$ cat config.mk
export PLATFORM = sky130hd
export DESIGN_NAME = t16c_timer
export DESIGN_NICKNAME = d
export VERILOG_FILES = /design/src/t16c_pkg.sv /design/src/t16c_timer.sv
export VERILOG_INCLUDE_DIRS = /design/src
export SDC_FILE = /design/constraint.sdc
export NUM_CORES = 1
export LEC_CHECK = 0
export BUFFER_PORTS_ARGS = -buffer_cell sky130_fd_sc_hd__clkbuf_2
export CAP_MARGIN = 20
export CORE_AREA = 2 2 115 117
export CTS_BUF_LIST = sky130_fd_sc_hd__clkbuf_16
export DETAILED_ROUTE_END_ITERATION = 6
export DIE_AREA = 0 0 117 119
export GPL_TIMING_DRIVEN = 0
export PLACE_DENSITY = 0.8
export SYNTH_ARGS = -nofsm -noshare
export SYNTH_HDL_FRONTEND = slang
export SYNTH_SLANG_ARGS = --single-unit
$ cat constraint.sdc
create_clock -name core_clk_in -period 4.4 [get_ports core_clk_in]
set_input_delay 1.32 -clock core_clk_in [delete_from_list [all_inputs] [get_ports core_clk_in]]
set_output_delay 1.32 -clock core_clk_in [all_outputs]
set_load 0.02 [all_outputs]
$ cat src/t16c_map.svh
// Register offsets, field positions and reset values of the capture timer
// How it works
// - Clock select picks tick; zero stops counter
// - Tick clears, increments or decrements; top, bottom
// - CPU counter write beats clear and count
// - Counter accessible with or without tick
// - Counter seen as two byte locations
// - High byte via holding register, low triggers
// - Four-bit mode field spans controls A, B
// - Overflow flag set per mode, interrupts
// - Matching trigger edge copies counter to capture
// - Capture flag set in copy cycle
// - Enabled flag interrupts; ack or one clears
// - Capture read low first via holding register
// - Capture writable only in capture-top modes
// - Comparator select switches trigger to comparator
// - Filter output changes after four equal samples
// - Filter enable adds five system clocks
// - Capture inputs off in capture-top modes
// - Port drive of capture pin triggers too
// - New capture overwrites unread value
// - Top is fixed, compare A or capture
// - Bottom at 0x0000, maximum at 0xFFFF
`ifndef T16C_MAP_SVH
`define T16C_MAP_SVH
`define T16C_A_CTRL_A   4'h0
`define T16C_A_CTRL_B   4'h1
`define T16C_A_CNT_LO   4'h2
`define T16C_A_CNT_HI   4'h3
`define T16C_A_CAP_LO   4'h4
`define T16C_A_CAP_HI   4'h5
`define T16C_A_CMPA_LO  4'h6
`define T16C_A_CMPA_HI  4'h7
`define T16C_A_FLAGS    4'h8
`define T16C_A_IRQ_EN   4'h9
`define T16C_A_CMP_CTRL 4'hA
`define T16C_B_OVF      0
`define T16C_B_CAP      1
`define T16C_B_FILT     7
`define T16C_B_EDGE     6
`define T16C_B_CMPSEL   0
`define T16C_RST_BYTE   8'h00
`define T16C_RST_WORD   16'h0000
`define T16C_TOP8       16'h00FF
`define T16C_TOP9       16'h01FF
`define T16C_TOP10      16'h03FF
`define T16C_MAXV       16'hFFFF
`define T16C_FILT_LEN   4
`endif

$ cat src/t16c_pkg.sv
// Types shared by the capture timer
package t16c_pkg;
    typedef enum logic {T16C_DOWN, T16C_UP} t16c_dir_e;
    typedef struct packed {
        logic [3:0] addr;
        logic [7:0] wdata;
        logic       wr;
        logic       rd;
    } t16c_bus_s;
    typedef struct packed {
        logic       val;
        logic       oe;
    } t16c_port_s;
endpackage

$ cat src/t16c_timer.sv
// 16-bit timer/counter with input capture, byte register port
`timescale 1ns/10ps
`include "t16c_map.svh"
module t16c_timer (
    input  wire logic                 core_clk_in,    // System clock
    input  wire logic                 rstn_in,        // Async reset, low
    input  wire t16c_pkg::t16c_bus_s  bus_in,         // Register access
    input  wire logic                 capture_pin_in, // Capture pin level
    input  wire t16c_pkg::t16c_port_s cap_port_in,    // Port drive of pin
    input  wire logic                 comparator_output_in, // Comparator
    input  wire logic                 external_count_pin_in, // Ext tick
    input  wire logic                 cap_ack_in,     // Capture irq served
    input  wire logic                 ovf_ack_in,     // Overflow irq served
    output logic [7:0]                rdata_out,      // Read data
    output logic                      cap_irq_out,    // Capture request
    output logic                      ovf_irq_out,    // Overflow request
    output logic                      top_out,        // Count at top
    output logic                      bottom_out      // Count at zero
);
    // Top value chosen by waveform mode
    function automatic logic [15:0] top_of(input logic [3:0] m,
            input logic [15:0] ocra, input logic [15:0] icr);
        logic [15:0] t;
        t = `T16C_MAXV;
        case (m)
            4'h1, 4'h5: t = `T16C_TOP8;
            4'h2, 4'h6: t = `T16C_TOP9;
            4'h3, 4'h7: t = `T16C_TOP10;
            4'h4, 4'h9, 4'hB, 4'hF: t = ocra;
            4'h8, 4'hA, 4'hC, 4'hE: t = icr;
            default: t = `T16C_MAXV;
        endcase
        return t;
    endfunction

    logic [7:0]  ctrl_a_reg, ctrl_b_reg, ie_reg, temp_reg, rdata_reg;
    logic [15:0] cnt_reg, icr_reg, ocra_reg;
    logic        ovf_reg, capf_reg, cmpsel_reg;
    logic        cap_irq_reg, ovf_irq_reg, top_reg, bottom_reg;
    t16c_pkg::t16c_dir_e dir_reg;
    logic [9:0]  pre_reg;
    logic        pin_s1, pin_s2, cmp_s1, cmp_s2, ext_s1, ext_s2, ext_prev;
    logic [3:0]  samp_reg;
    logic        filt_reg, edge_prev;

    // Address decode
    wire         wr = bus_in.wr;
    wire         rd = bus_in.rd;
    wire [3:0]   ad = bus_in.addr;
    wire [7:0]   wd = bus_in.wdata;
    wire         wr_cnt_lo = wr && ad == `T16C_A_CNT_LO;
    wire         rd_cnt_lo = rd && ad == `T16C_A_CNT_LO;
    wire         rd_cap_lo = rd && ad == `T16C_A_CAP_LO;
    wire         wr_cap_lo = wr && ad == `T16C_A_CAP_LO;
    wire         wr_hi = wr && (ad == `T16C_A_CNT_HI || ad == `T16C_A_CAP_HI
                        || ad == `T16C_A_CMPA_HI);
    wire         wr_flags = wr && ad == `T16C_A_FLAGS;

    // mode field split over A and B
    wire [3:0]   mode = {ctrl_b_reg[4:3], ctrl_a_reg[1:0]};
    wire [2:0]   cs = ctrl_b_reg[2:0];
    wire         updown = mode inside {4'h1, 4'h2, 4'h3, 4'h8, 4'h9,
                                       4'hA, 4'hB};
    wire         ctc = mode == 4'h4 || mode == 4'hC;
    wire         icr_top = mode inside {4'h8, 4'hA, 4'hC, 4'hE};
    wire [15:0]  top = top_of(mode, ocra_reg, icr_reg);
    wire         at_top = cnt_reg == top;
    wire         at_zero = cnt_reg == `T16C_RST_WORD;
    wire         at_max = cnt_reg == `T16C_MAXV;

    // tick source; zero yields no tick
    wire         ext_fall = ext_prev && !ext_s2;
    wire         ext_rise = !ext_prev && ext_s2;
    wire         tick = (cs == 3'h1)
                     || (cs == 3'h2 && pre_reg[2:0] == 3'h7)
                     || (cs == 3'h3 && pre_reg[5:0] == 6'h3F)
                     || (cs == 3'h4 && pre_reg[7:0] == 8'hFF)
                     || (cs == 3'h5 && pre_reg == 10'h3FF)
                     || (cs == 3'h6 && ext_fall)
                     || (cs == 3'h7 && ext_rise);

    wire         turn_dn = dir_reg == t16c_pkg::T16C_UP && at_top;
    wire         turn_up = dir_reg == t16c_pkg::T16C_DOWN && at_zero;
    wire         go_up = updown ? (turn_up || (dir_reg == t16c_pkg::T16C_UP
                                   && !turn_dn)) : 1'b1;
    wire [15:0]  step = updown ? (go_up ? cnt_reg + 16'h0001
                                        : cnt_reg - 16'h0001)
                               : (at_top ? `T16C_RST_WORD
                                         : cnt_reg + 16'h0001);
    wire [15:0]  cnt_next = wr_cnt_lo ? {temp_reg, wd}
                          : tick ? step : cnt_reg;
    wire         ovf_ev = tick && !wr_cnt_lo && (updown ? at_zero
                          : ctc ? at_max : at_top);

    // trigger source, port drive wins on the pin
    wire         pin_eff = cap_port_in.oe ? cap_port_in.val : pin_s2;
    wire         src = cmpsel_reg ? cmp_s2 : pin_eff;
    // four agreeing samples move the filter
    wire         all1 = &samp_reg;
    wire         all0 = ~|samp_reg;
    // filter inserted ahead of edge detector
    wire         edge_in = ctrl_b_reg[`T16C_B_FILT] ? filt_reg : src;
    // edge match, off in capture-top modes
    wire         cap_ev = !icr_top && (ctrl_b_reg[`T16C_B_EDGE]
                          ? (edge_in && !edge_prev)
                          : (!edge_in && edge_prev));

    wire         capf_next = cap_ev || (capf_reg && !cap_ack_in
                             && !(wr_flags && wd[`T16C_B_CAP]));
    wire         ovf_next = ovf_ev || (ovf_reg && !ovf_ack_in
                            && !(wr_flags && wd[`T16C_B_OVF]));

    wire [7:0]   temp_next = wr_hi ? wd
                           : rd_cnt_lo ? cnt_reg[15:8]
                           : rd_cap_lo ? icr_reg[15:8] : temp_reg;
    // capture copy and gated software write
    wire [15:0]  icr_next = cap_ev ? cnt_reg
                          : (wr_cap_lo && icr_top) ? {temp_reg, wd}
                          : icr_reg;
    wire [15:0]  ocra_next = (wr && ad == `T16C_A_CMPA_LO)
                           ? {temp_reg, wd} : ocra_reg;

    // read mux, counter and capture high bytes via holding register
    wire [7:0]   rmux = (ad == `T16C_A_CTRL_A) ? ctrl_a_reg
                      : (ad == `T16C_A_CTRL_B) ? ctrl_b_reg
                      : (ad == `T16C_A_CNT_LO) ? cnt_reg[7:0]
                      : (ad == `T16C_A_CAP_LO) ? icr_reg[7:0]
                      : (ad == `T16C_A_CNT_HI || ad == `T16C_A_CAP_HI)
                        ? temp_reg
                      : (ad == `T16C_A_CMPA_LO) ? ocra_reg[7:0]
                      : (ad == `T16C_A_CMPA_HI) ? ocra_reg[15:8]
                      : (ad == `T16C_A_FLAGS) ? {6'h00, capf_reg, ovf_reg}
                      : (ad == `T16C_A_IRQ_EN) ? {6'h00, ie_reg[1:0]}
                      : (ad == `T16C_A_CMP_CTRL) ? {7'h00, cmpsel_reg}
                      : `T16C_RST_BYTE;
    wire [7:0]   rdata_next = rd ? rmux : `T16C_RST_BYTE;

    // Control registers written by software
    always_ff @(posedge core_clk_in or negedge rstn_in) begin
        if (!rstn_in) begin
            ctrl_a_reg <= `T16C_RST_BYTE;
            ctrl_b_reg <= `T16C_RST_BYTE;
            ie_reg     <= `T16C_RST_BYTE;
            cmpsel_reg <= 1'b0;
        end else if (wr) begin
            if (ad == `T16C_A_CTRL_A) ctrl_a_reg <= wd;
            else if (ad == `T16C_A_CTRL_B) ctrl_b_reg <= wd;
            else if (ad == `T16C_A_IRQ_EN) ie_reg <= wd;
            else if (ad == `T16C_A_CMP_CTRL) cmpsel_reg <= wd[`T16C_B_CMPSEL];
        end
    end

    // Counter, direction, holding and data registers
    always_ff @(posedge core_clk_in or negedge rstn_in) begin
        if (!rstn_in) begin
            cnt_reg  <= `T16C_RST_WORD;
            icr_reg  <= `T16C_RST_WORD;
            ocra_reg <= `T16C_RST_WORD;
            temp_reg <= `T16C_RST_BYTE;
            dir_reg  <= t16c_pkg::T16C_UP;
        end else begin
            cnt_reg  <= cnt_next;
            icr_reg  <= icr_next;
            ocra_reg <= ocra_next;
            temp_reg <= temp_next;
            if (!updown) dir_reg <= t16c_pkg::T16C_UP;
            else if (tick && !wr_cnt_lo)
                dir_reg <= go_up ? t16c_pkg::T16C_UP : t16c_pkg::T16C_DOWN;
        end
    end

    // Prescaler runs only while a source is selected
    always_ff @(posedge core_clk_in or negedge rstn_in) begin
        if (!rstn_in) pre_reg <= 10'h000;
        else if (cs == 3'h0) pre_reg <= 10'h000;
        else pre_reg <= pre_reg + 10'h001;
    end

    // Two-stage synchronisers for pins and comparator
    always_ff @(posedge core_clk_in or negedge rstn_in) begin
        if (!rstn_in) begin
            {pin_s1, pin_s2, cmp_s1, cmp_s2} <= 4'h0;
            {ext_s1, ext_s2, ext_prev} <= 3'h0;
        end else begin
            {pin_s1, pin_s2} <= {capture_pin_in, pin_s1};
            {cmp_s1, cmp_s2} <= {comparator_output_in, cmp_s1};
            {ext_s1, ext_s2, ext_prev} <= {external_count_pin_in, ext_s1, ext_s2};
        end
    end

    // Filter sampled on system clock, not the prescaler
    always_ff @(posedge core_clk_in or negedge rstn_in) begin
        if (!rstn_in) begin
            samp_reg  <= 4'h0;
            filt_reg  <= 1'b0;
            edge_prev <= 1'b0;
        end else begin
            samp_reg  <= {samp_reg[2:0], src};
            if (all1) filt_reg <= 1'b1;
            else if (all0) filt_reg <= 1'b0;
            edge_prev <= edge_in;
        end
    end

    // Flags, requests and registered outputs
    always_ff @(posedge core_clk_in or negedge rstn_in) begin
        if (!rstn_in) begin
            capf_reg    <= 1'b0;
            ovf_reg     <= 1'b0;
            cap_irq_reg <= 1'b0;
            ovf_irq_reg <= 1'b0;
            top_reg     <= 1'b0;
            bottom_reg  <= 1'b1;
            rdata_reg   <= `T16C_RST_BYTE;
        end else begin
            capf_reg    <= capf_next;
            ovf_reg     <= ovf_next;
            cap_irq_reg <= capf_next && ie_reg[`T16C_B_CAP];
            ovf_irq_reg <= ovf_next && ie_reg[`T16C_B_OVF];
            top_reg     <= cnt_next == top;
            bottom_reg  <= cnt_next == `T16C_RST_WORD;
            rdata_reg   <= rdata_next;
        end
    end

    assign rdata_out   = rdata_reg;
    assign cap_irq_out = cap_irq_reg;
    assign ovf_irq_out = ovf_irq_reg;
    assign top_out     = top_reg;
    assign bottom_out  = bottom_reg;

    // Checks on the timer and capture behaviour
    property p_cpu_wins;
        @(posedge core_clk_in) disable iff (!rstn_in)
        wr_cnt_lo |=> cnt_reg == {$past(temp_reg), $past(wd)};
    endproperty
    a_cpu_wins: assert property (p_cpu_wins) else $error("counter write lost");
    property p_stopped;
        @(posedge core_clk_in) disable iff (!rstn_in)
        (cs == 3'h0 && !wr_cnt_lo) |=> $stable(cnt_reg);
    endproperty
    a_stopped: assert property (p_stopped) else $error("stopped counter moved");
    property p_cap_copy;
        @(posedge core_clk_in) disable iff (!rstn_in)
        cap_ev |=> capf_reg && icr_reg == $past(cnt_reg);
    endproperty
    a_cap_copy: assert property (p_cap_copy) else $error("capture copy wrong");
    property p_temp_load;
        @(posedge core_clk_in) disable iff (!rstn_in)
        (rd_cnt_lo && !wr_hi) |=> temp_reg == $past(cnt_reg[15:8]);
    endproperty
    a_temp_load: assert property (p_temp_load) else $error("holding byte wrong");
    property p_ack_clear;
        @(posedge core_clk_in) disable iff (!rstn_in)
        (cap_ack_in && !cap_ev) |=> !capf_reg && !cap_irq_reg;
    endproperty
    a_ack_clear: assert property (p_ack_clear) else $error("capture flag kept");
    property p_cap_guard;
        @(posedge core_clk_in) disable iff (!rstn_in)
        (wr_cap_lo && !icr_top && !cap_ev) |=> $stable(icr_reg);
    endproperty
    a_cap_guard: assert property (p_cap_guard) else $error("capture write leaked");
    property p_cap_off;
        @(posedge core_clk_in) disable iff (!rstn_in)
        (icr_top && !wr_cap_lo) |=> $stable(icr_reg);
    endproperty
    a_cap_off: assert property (p_cap_off) else $error("capture in top mode");
    property p_bottom;
        @(posedge core_clk_in) disable iff (!rstn_in)
        bottom_out == (cnt_reg == `T16C_RST_WORD);
    endproperty
    a_bottom: assert property (p_bottom) else $error("bottom mismatch");
    property p_up_step;
        @(posedge core_clk_in) disable iff (!rstn_in)
        (tick && !wr_cnt_lo && !updown && !at_top) |=> cnt_reg == $past(cnt_reg) + 16'h0001;
    endproperty
    a_up_step: assert property (p_up_step) else $error("count step wrong");
    property p_ovf_set;
        @(posedge core_clk_in) disable iff (!rstn_in)
        ovf_ev |=> ovf_reg;
    endproperty
    a_ovf_set: assert property (p_ovf_set) else $error("overflow flag missing");
    c_capture: cover property (@(posedge core_clk_in) disable iff (!rstn_in) cap_ev);
    c_overflow: cover property (@(posedge core_clk_in) disable iff (!rstn_in) ovf_ev);
    c_turn: cover property (@(posedge core_clk_in) disable iff (!rstn_in) tick && turn_dn);
endmodule

## Yosys cells after proc, flatten, opt, wreduce, memory -nomap -nowiden

Cells that the tools add are included.
Widths: inputs -> output; s select.

| word-level totals | value |
|---|---|
| register bits after elaboration | 113 |
| bits of input ports | 23 |
| output and inout port bits | 12 |
| logic and storage cells | 183 |

| cells by class | value |
|---|---|
| add/subtract/negate cells | 3 |
| equality and inequality tests | 40 |
| mux-type cells | 35 |
| bitwise gates (word level) | 4 |
| reductions and logical operators | 74 |

Operator list:

| cell | number |
|---|---|
| $mux 16 | 7 |
| $mux 8 | 11 |
| $pmux 16 s5 | 1 |
| $eq 4x4->1 const B | 10 |
| $eq 16x16->1 | 2 |
| $eq 4x3->1 const B | 8 |
| $logic_and 1x1->1 | 32 |
| $logic_not 16->1 | 2 |
| $add 16x1->16 const B | 1 |
| $eq 16x16->1 const B | 1 |
| $eq 4x2->1 const B | 4 |
| $sub 16x1->16 const B | 1 |
| $eq 3x3->1 const B | 5 |
| $mux 1 | 13 |
| $logic_or 1x1->1 | 12 |
| $reduce_or 4->1 | 3 |
| $logic_not 1->1 | 11 |
| $add 10x1->10 const B | 1 |
| $eq 10x10->1 const B | 1 |
| $mux 10 | 1 |
| $eq 4x1->1 const B | 2 |
| $eq 8x8->1 const B | 1 |
| $reduce_and 4->1 | 2 |
| $reduce_bool 7->1 | 1 |
| 16 further kinds | 23 |

## Depth between registers and ports, before layout

| logic depth | value |
|---|---|
| depth after elaboration | 14 |
| depth in mapped cells | 15 |
| mapped depth without buffers | 14 |

## Worst setup path before layout

No wires, ideal clock.

| path | value |
|---|---|
| path type | input-to-reg |
| start | input port bus_in[11] in the netlist's numbering |
| end | register top_reg, in the netlist top_out |
| setup time | 111 ps |
| data arrival time | 4436 ps |
| data required time | 4289 ps |
| slack | -147 ps |
| stages on the path | 14 |
| path buffers | 2 |
| path through | clkbuf_1 -> nor4b_1 -> and2_0 -> clkbuf_1 -> nand2_1 -> o41ai_1 -> nor2_1 -> a21o_1 -> a2111oi_0 -> nand3_1 -> and4b_1 -> nand4_1 -> or4_1 -> a2111oi_2 |

| between the ends | value |
|---|---|
| word-level cells in the longest chain between the ends | 4 |

RTL lines:

| item | line | RTL |
|---|---|---|
| start, declared | t16c_timer.sv:7 | `input wire t16c_pkg::t16c_bus_s bus_in,` |
| $eq 4x2->1 (no line) | - |  |
| $logic_and 1x1->1 (no line) | - |  |
| $mux 16 | t16c_timer.sv:90 | `wire [15:0] cnt_next = wr_cnt_lo ? {temp_reg, wd}` |
| $eq 16x16->1 | t16c_timer.sv:220 | `top_reg <= cnt_next == top;` |
| end signal, assigned | t16c_timer.sv:220 |  |
| end, declared | t16c_timer.sv:39 | `logic cap_irq_reg, ovf_irq_reg, top_reg, bottom_reg;` |

Every way passes these cells.
A chain may end at the register's enable or synchronous reset.

## Worst setup path in the final report

| path | value |
|---|---|
| start | register ctrl_a_reg[0] |
| end | register bottom_reg, in the netlist bottom_out |

| between the ends | value |
|---|---|
| word-level cells in the longest chain between the ends | 14 |
| elaborated cells on any way between the ends | 33 |
| classes of those cells | 15 x eq/ne; 7 x mux; 11 x reduce/logical |

RTL lines:

| item | line | RTL |
|---|---|---|
| start, declared | t16c_timer.sv:36 | `logic [7:0] ctrl_a_reg, ctrl_b_reg, ie_reg, temp_reg, rdata_reg;` |
| start signal, assigned | t16c_timer.sv:141 | `` ctrl_a_reg <= `T16C_RST_BYTE; `` |
| start signal, assigned | t16c_timer.sv:146 | `` if (ad == `T16C_A_CTRL_A) ctrl_a_reg <= wd; `` |
| $eq 4x4->1 (tied with other cells) | t16c_timer.sv:25, t16c_timer.sv:62 |  |
| $reduce_or 4->1 / $reduce_or 2->1 (equally long branches) | t16c_timer.sv:25 | `case (m)` |
| $pmux 16 s5 | t16c_timer.sv:25 |  |
| $eq 16x16->1 | t16c_timer.sv:67 | `wire at_top = cnt_reg == top;` |
| $logic_and 1x1->1 | t16c_timer.sv:82 | `wire turn_dn = dir_reg == t16c_pkg::T16C_UP && at_top;` |
| $logic_not 1->1 | t16c_timer.sv:85 | `&& !turn_dn)) : 1'b1;` |
| $logic_and 1x1->1 | t16c_timer.sv:85 |  |
| $logic_or 1x1->1 | t16c_timer.sv:84 | `wire go_up = updown ? (turn_up \|\| (dir_reg == t16c_pkg::T16C_UP` |
| $mux 1 | t16c_timer.sv:84 |  |
| $mux 16 | t16c_timer.sv:86 | `wire [15:0] step = updown ? (go_up ? cnt_reg + 16'h0001` |
| $mux 16 (*) | t16c_timer.sv:86 |  |
| $mux 16 (*) | t16c_timer.sv:91 | `: tick ? step : cnt_reg;` |
| $mux 16 (*) | t16c_timer.sv:90 |  |
| named net cnt_next[10] | t16c_timer.sv:90 |  |
| $logic_not 16->1 (no line) (*) | - |  |
| end signal, assigned | t16c_timer.sv:221 | `` bottom_reg <= cnt_next == `T16C_RST_WORD; `` |
| end, declared | t16c_timer.sv:39 |  |

Mark *: on every way through the listed nets, which the timed path passes. The rest lies on a longest branch.

==> out/results.tsv <==
stage	metric	value	unit
timing	worst hold-check slack	0.351	ns
synth	sequential area share after synthesis	0.361	
outcome	failing checks	DRC, setup timing	
floorplan	placement row count	42	
clock_network	number of sinks driven by the clock tree	113	
setup_path	Reg2Reg Capture Point	bottom_out$_DFF_PN1_	
placed_design	final weighted congestion of routability-driven global placement	1.06	
synth	total standard cell area after synthesis	7840	um^2
global_route	first-pass GRT wire length	50400	um
timing	Worst Clk Skew	0.0119	ns
clock_network	Longest Clk Path Bufs	2	
floorplan	height of the die	119	um
setup_path	most numerous cell on the critical path	buf_4	
synth	cells taking the most area after synthesis	dfrtp_1 (35%), mux2_2 (4.5%), o21ai_0 (4.1%), nand2_1 (4.1%), nor2_1 (3.5%)	
hold_path	class of the worst hold path	reg2reg	
route	per-cell routed wire length	28.2	um
timing	number of hold violations in the final report	0	
power	internal power	3.17	mW
route	total number of vias	8966	
setup_path	worst setup path category	reg2reg	
route	Detailed Routing Iterations Pass 1	7	
timing	final clock period utilization by the worst path	1.02	
power	Sw Pwr	2.93	mW
setup_path	cell chain of the critical path	or3_1 -> clkbuf_4 -> a21oi_4 -> o21ai_1 -> a222oi_1 -> buf_4 -> and4_4 -> buf_4 -> nand4_2 -> o211ai_1 -> a31oi_1 -> or4_1 -> or4_4 -> nor4_4	
power	areal power density over the cells	641	nW/um^2
timing	clock period minus final worst setup slack	4.48	ns
synth	biggest area consumer among synthesized cells	dfrtp_1	
timing	Final Slew Violations	0	
timing	post-layout worst setup margin	-0.0774	ns
global_route	overall track demand over capacity in global routing	0.496	
layout	Design Area, Final	9500	um^2
route	number of DRC violations after detailed routing	21	
route	wirelength, routed	33700	um
synth	top-count cell post-synth	dfrtp_1	
synth	post-synthesis area per instance	8.52	um^2
synth	post-synthesis net count	948	
layout	proportion of layout cells with a drive suffix above 1	0.229	
global_route	number of antenna violations at the first check in global routing	1	
setup_path	worst setup path endpoint	bottom_out$_DFF_PN1_	
floorplan	horizontal die dimension	117	um
global_route	peak-usage layer in the global routing report	met2	
synth	area share of the leading cell type in the synthesized netlist	0.354	
timing	slew of the pin with the lowest slew margin	0.963	ns
route	post-DR vias/cell	7.52	
setup_path	critical-path maximum fanout	7	
route	DRC violation total after the first TritonRoute iteration	1544	
setup_path	critical path's largest stage delay	0.58	ns
clock_network	cts hold-fix bufs	0	
synth	main flop type after synthesis	dfrtp_1	
clock_network	total number of H-tree levels	4	
placed_design	area after detailed placement	8240	um^2
route	count of antenna-violating nets left after detailed routing	0	
synth	post-synthesis cell count	920	
flow_run	number of max-cap violations	0	
layout	final layout net count	1030	
timing	setup repair after global routing missed its margin	true	
setup_path	Required @ worst endpoint	4.73	ns
setup_path	Setup crit start	ctrl_a_reg[0]$_DFFE_PN0P_	
setup_path	sort of element at the start of the critical path	flip-flop	
layout	area growth from synthesis to layout	21.2	%
clock_network	later-pin clock latency in the skew report	0.44	ns
synth	EDFF count, synth	0	
power	relative contribution of sequential cells to total power	0.284	
synth	cell types with the highest counts after synthesis	dfrtp_1 (111), nand2_1 (85), nor2_1 (73)	
setup_path	arrival time at the worst endpoint	4.81	ns
clock_network	CTS Buf Count	17	
setup_path	type of destination of the critical path	flip-flop	
setup_path	worst-case register-to-register setup slack	-0.08	ns
power	standby leakage power	3.89	nW
floorplan	# IOs	35	
setup_path	cells on worst reg2reg path	14	
setup_path	Max stage delay cell, worst path	or4_1	
global_route	largest net degree at the start of global routing	114	
synth	total of flip-flops plus latches after synthesis	113	
synth	fraction of registers with async set or reset after synthesis	1.00	
setup_path	startpoint of the most critical register-to-register path	ctrl_a_reg[0]$_DFFE_PN0P_	
power	worst IR drop on VDD	0.000489	V
placed_design	dpl hpwl	23300	um
synth	YS warnings	0	
clock_network	clock transition at the registers of the reported paths	0.05	ns
timing	final setup violation count	2	
synth	Cell variety after synth	85	
global_route	met3 layer usage reported by global route	0.159	
global_route	via count of the first global-routing pass	8449	
clock_network	root buffer selected by CTS	clkbuf_16	
power	combinational cell fraction of total power	0.502	
floorplan	effective utilization at floorplan	0.609	
outcome	run status	finished with violations	
global_route	met2 Resource Use GR	0.727	
power	net switching fraction of the power	0.480	
floorplan	Die Area	13900	um^2
power	clock group share of total power	0.214	
placed_design	Port Buf Inserts	30	
floorplan	Core Region	12900	um^2
timing	worst rel slew slack	0.353	
global_route	total gr overflow	0	
global_route	met1 routing resource usage after global routing	0.620	
clock_network	clock tree from TritonCTS	done	
timing	timing-limited maximum frequency	0.223	GHz
layout by cell type, fill, tap and decap left out, types with 6 or more instances in the layout:
cell,Yosys,routed
mux2i_1,20,18
clkbuf_2,0,34
o211ai_1,8,8
clkinvlp_4,0,6
nor3_1,36,34
dfrtp_1,111,108
buf_4,4,36
nand2_1,85,82
nor2_1,73,71
buf_2,8,7
nand4_1,10,10
a31oi_1,22,20
nand3_1,34,33
a22oi_1,16,15
xor2_1,8,8
nor2b_1,6,6
a221oi_1,9,9
and3_1,13,13
xnor2_1,22,21
nor4_1,13,11
clkbuf_16,0,17
buf_6,2,8
or3_1,18,17
o21ai_0,64,58
o21ai_1,6,8
inv_1,31,29
clkbuf_1,48,36
a21oi_1,43,37
a221o_1,21,21
and2_1,6,6
nand2b_1,10,9
mux2_2,31,31
o22ai_1,14,13
cell families after synthesis:
group           synth area share
fa+ha+maj                0.00798
xor+xnor                  0.0335
buf+inv                   0.0530
simple gates               0.226
mux                       0.0701
compound gates             0.249
flops                      0.361
worst max-delay path: cells and delay by family (launching register included):
| family | cells | cell delay [ns] |
|---|---|---|
| and+or+nand+nor | 6 | 2.18 |
| AOI/OAI and AO/OA | 5 | 1.17 |
| buffers and inverters | 3 | 0.54 |
| DFF | 1 | 0.48 |
worst min-delay path by stage:
stage / cells past startpoint / startpoint / slack, ns / end
CTS: 0 / cmp_s1$_DFF_PN0_ / 0.35 / cmp_s2$_DFF_PN0_
finish: 0 / cmp_s1$_DFF_PN0_ / 0.35 / cmp_s2$_DFF_PN0_
global route: 0 / cmp_s1$_DFF_PN0_ / 0.37 / cmp_s2$_DFF_PN0_
detailed placement: 0 / cmp_s1$_DFF_PN0_ / 0.34 / cmp_s2$_DFF_PN0_
global placement: 0 / pin_s1$_DFF_PN0_ / 0.33 / pin_s2$_DFF_PN0_
floorplan: 0 / cmp_s1$_DFF_PN0_ / 0.33 / cmp_s2$_DFF_PN0_
routing by layer:
layer,wire [um],vias to the layer above
met5,0,-
met4,3250,0
met3,4750,321
met2,14500,870
met1,11300,4145
li1,-,3630
area by class of cell:
| type | count | area, um^2 |
|---|---|---|
| Inverter | 36 | 144 |
| Timing Repair Buffer | 68 | 459 |
| Tap cell | 176 | 220 |
| Multi-Input combinational cell | 707 | 4990 |
| Buffer | 59 | 304 |
| Antenna cell | 2 | 5.00 |
| Clock inverter | 15 | 119 |
| Fill cell | 974 | 3370 |
| Clock buffer | 17 | 425 |
| Sequential cell | 113 | 2830 |
through the flow:
step	setup TNS, ns	worst slack, ns	instances	total power, mW	utilization
2_1_floorplan	0	0.0652	920	3.29	-
3_3_place_gp	-1.90	-1.07	1126	4.16	0.638
3_5_place_dp	-1.72	-1.02	1128	4.17	0.640
4_1_cts	-0.0148	-0.0148	1176	5.71	0.713
5_1_grt	-0.236	-0.126	1191	6.28	0.738
6_report	-0.147	-0.0774	1193	6.09	0.738
power by group through the flow:
stage | Combinational, mW | Sequential [mW] | Clock [mW]
floorplan | 1.79 | 1.50 | 0
global placement | 2.55 | 1.61 | 0
detailed placement | 2.55 | 1.62 | 0
CTS | 2.75 | 1.67 | 1.29
global route | 3.21 | 1.73 | 1.34
finish | 3.06 | 1.73 | 1.31
repair_timing:
action | 4_1_cts | 5_1_grt
buffers inserted | 19 | 15
gates resized for setup | 60 | 57
gates cloned | 1 | 1
pin swaps | 20 | 30
endpoints found under the setup margin | 2 | 2
endpoints found under the hold margin | 0 | 0
No activity file was read; power rests on OpenSTA's default activity.
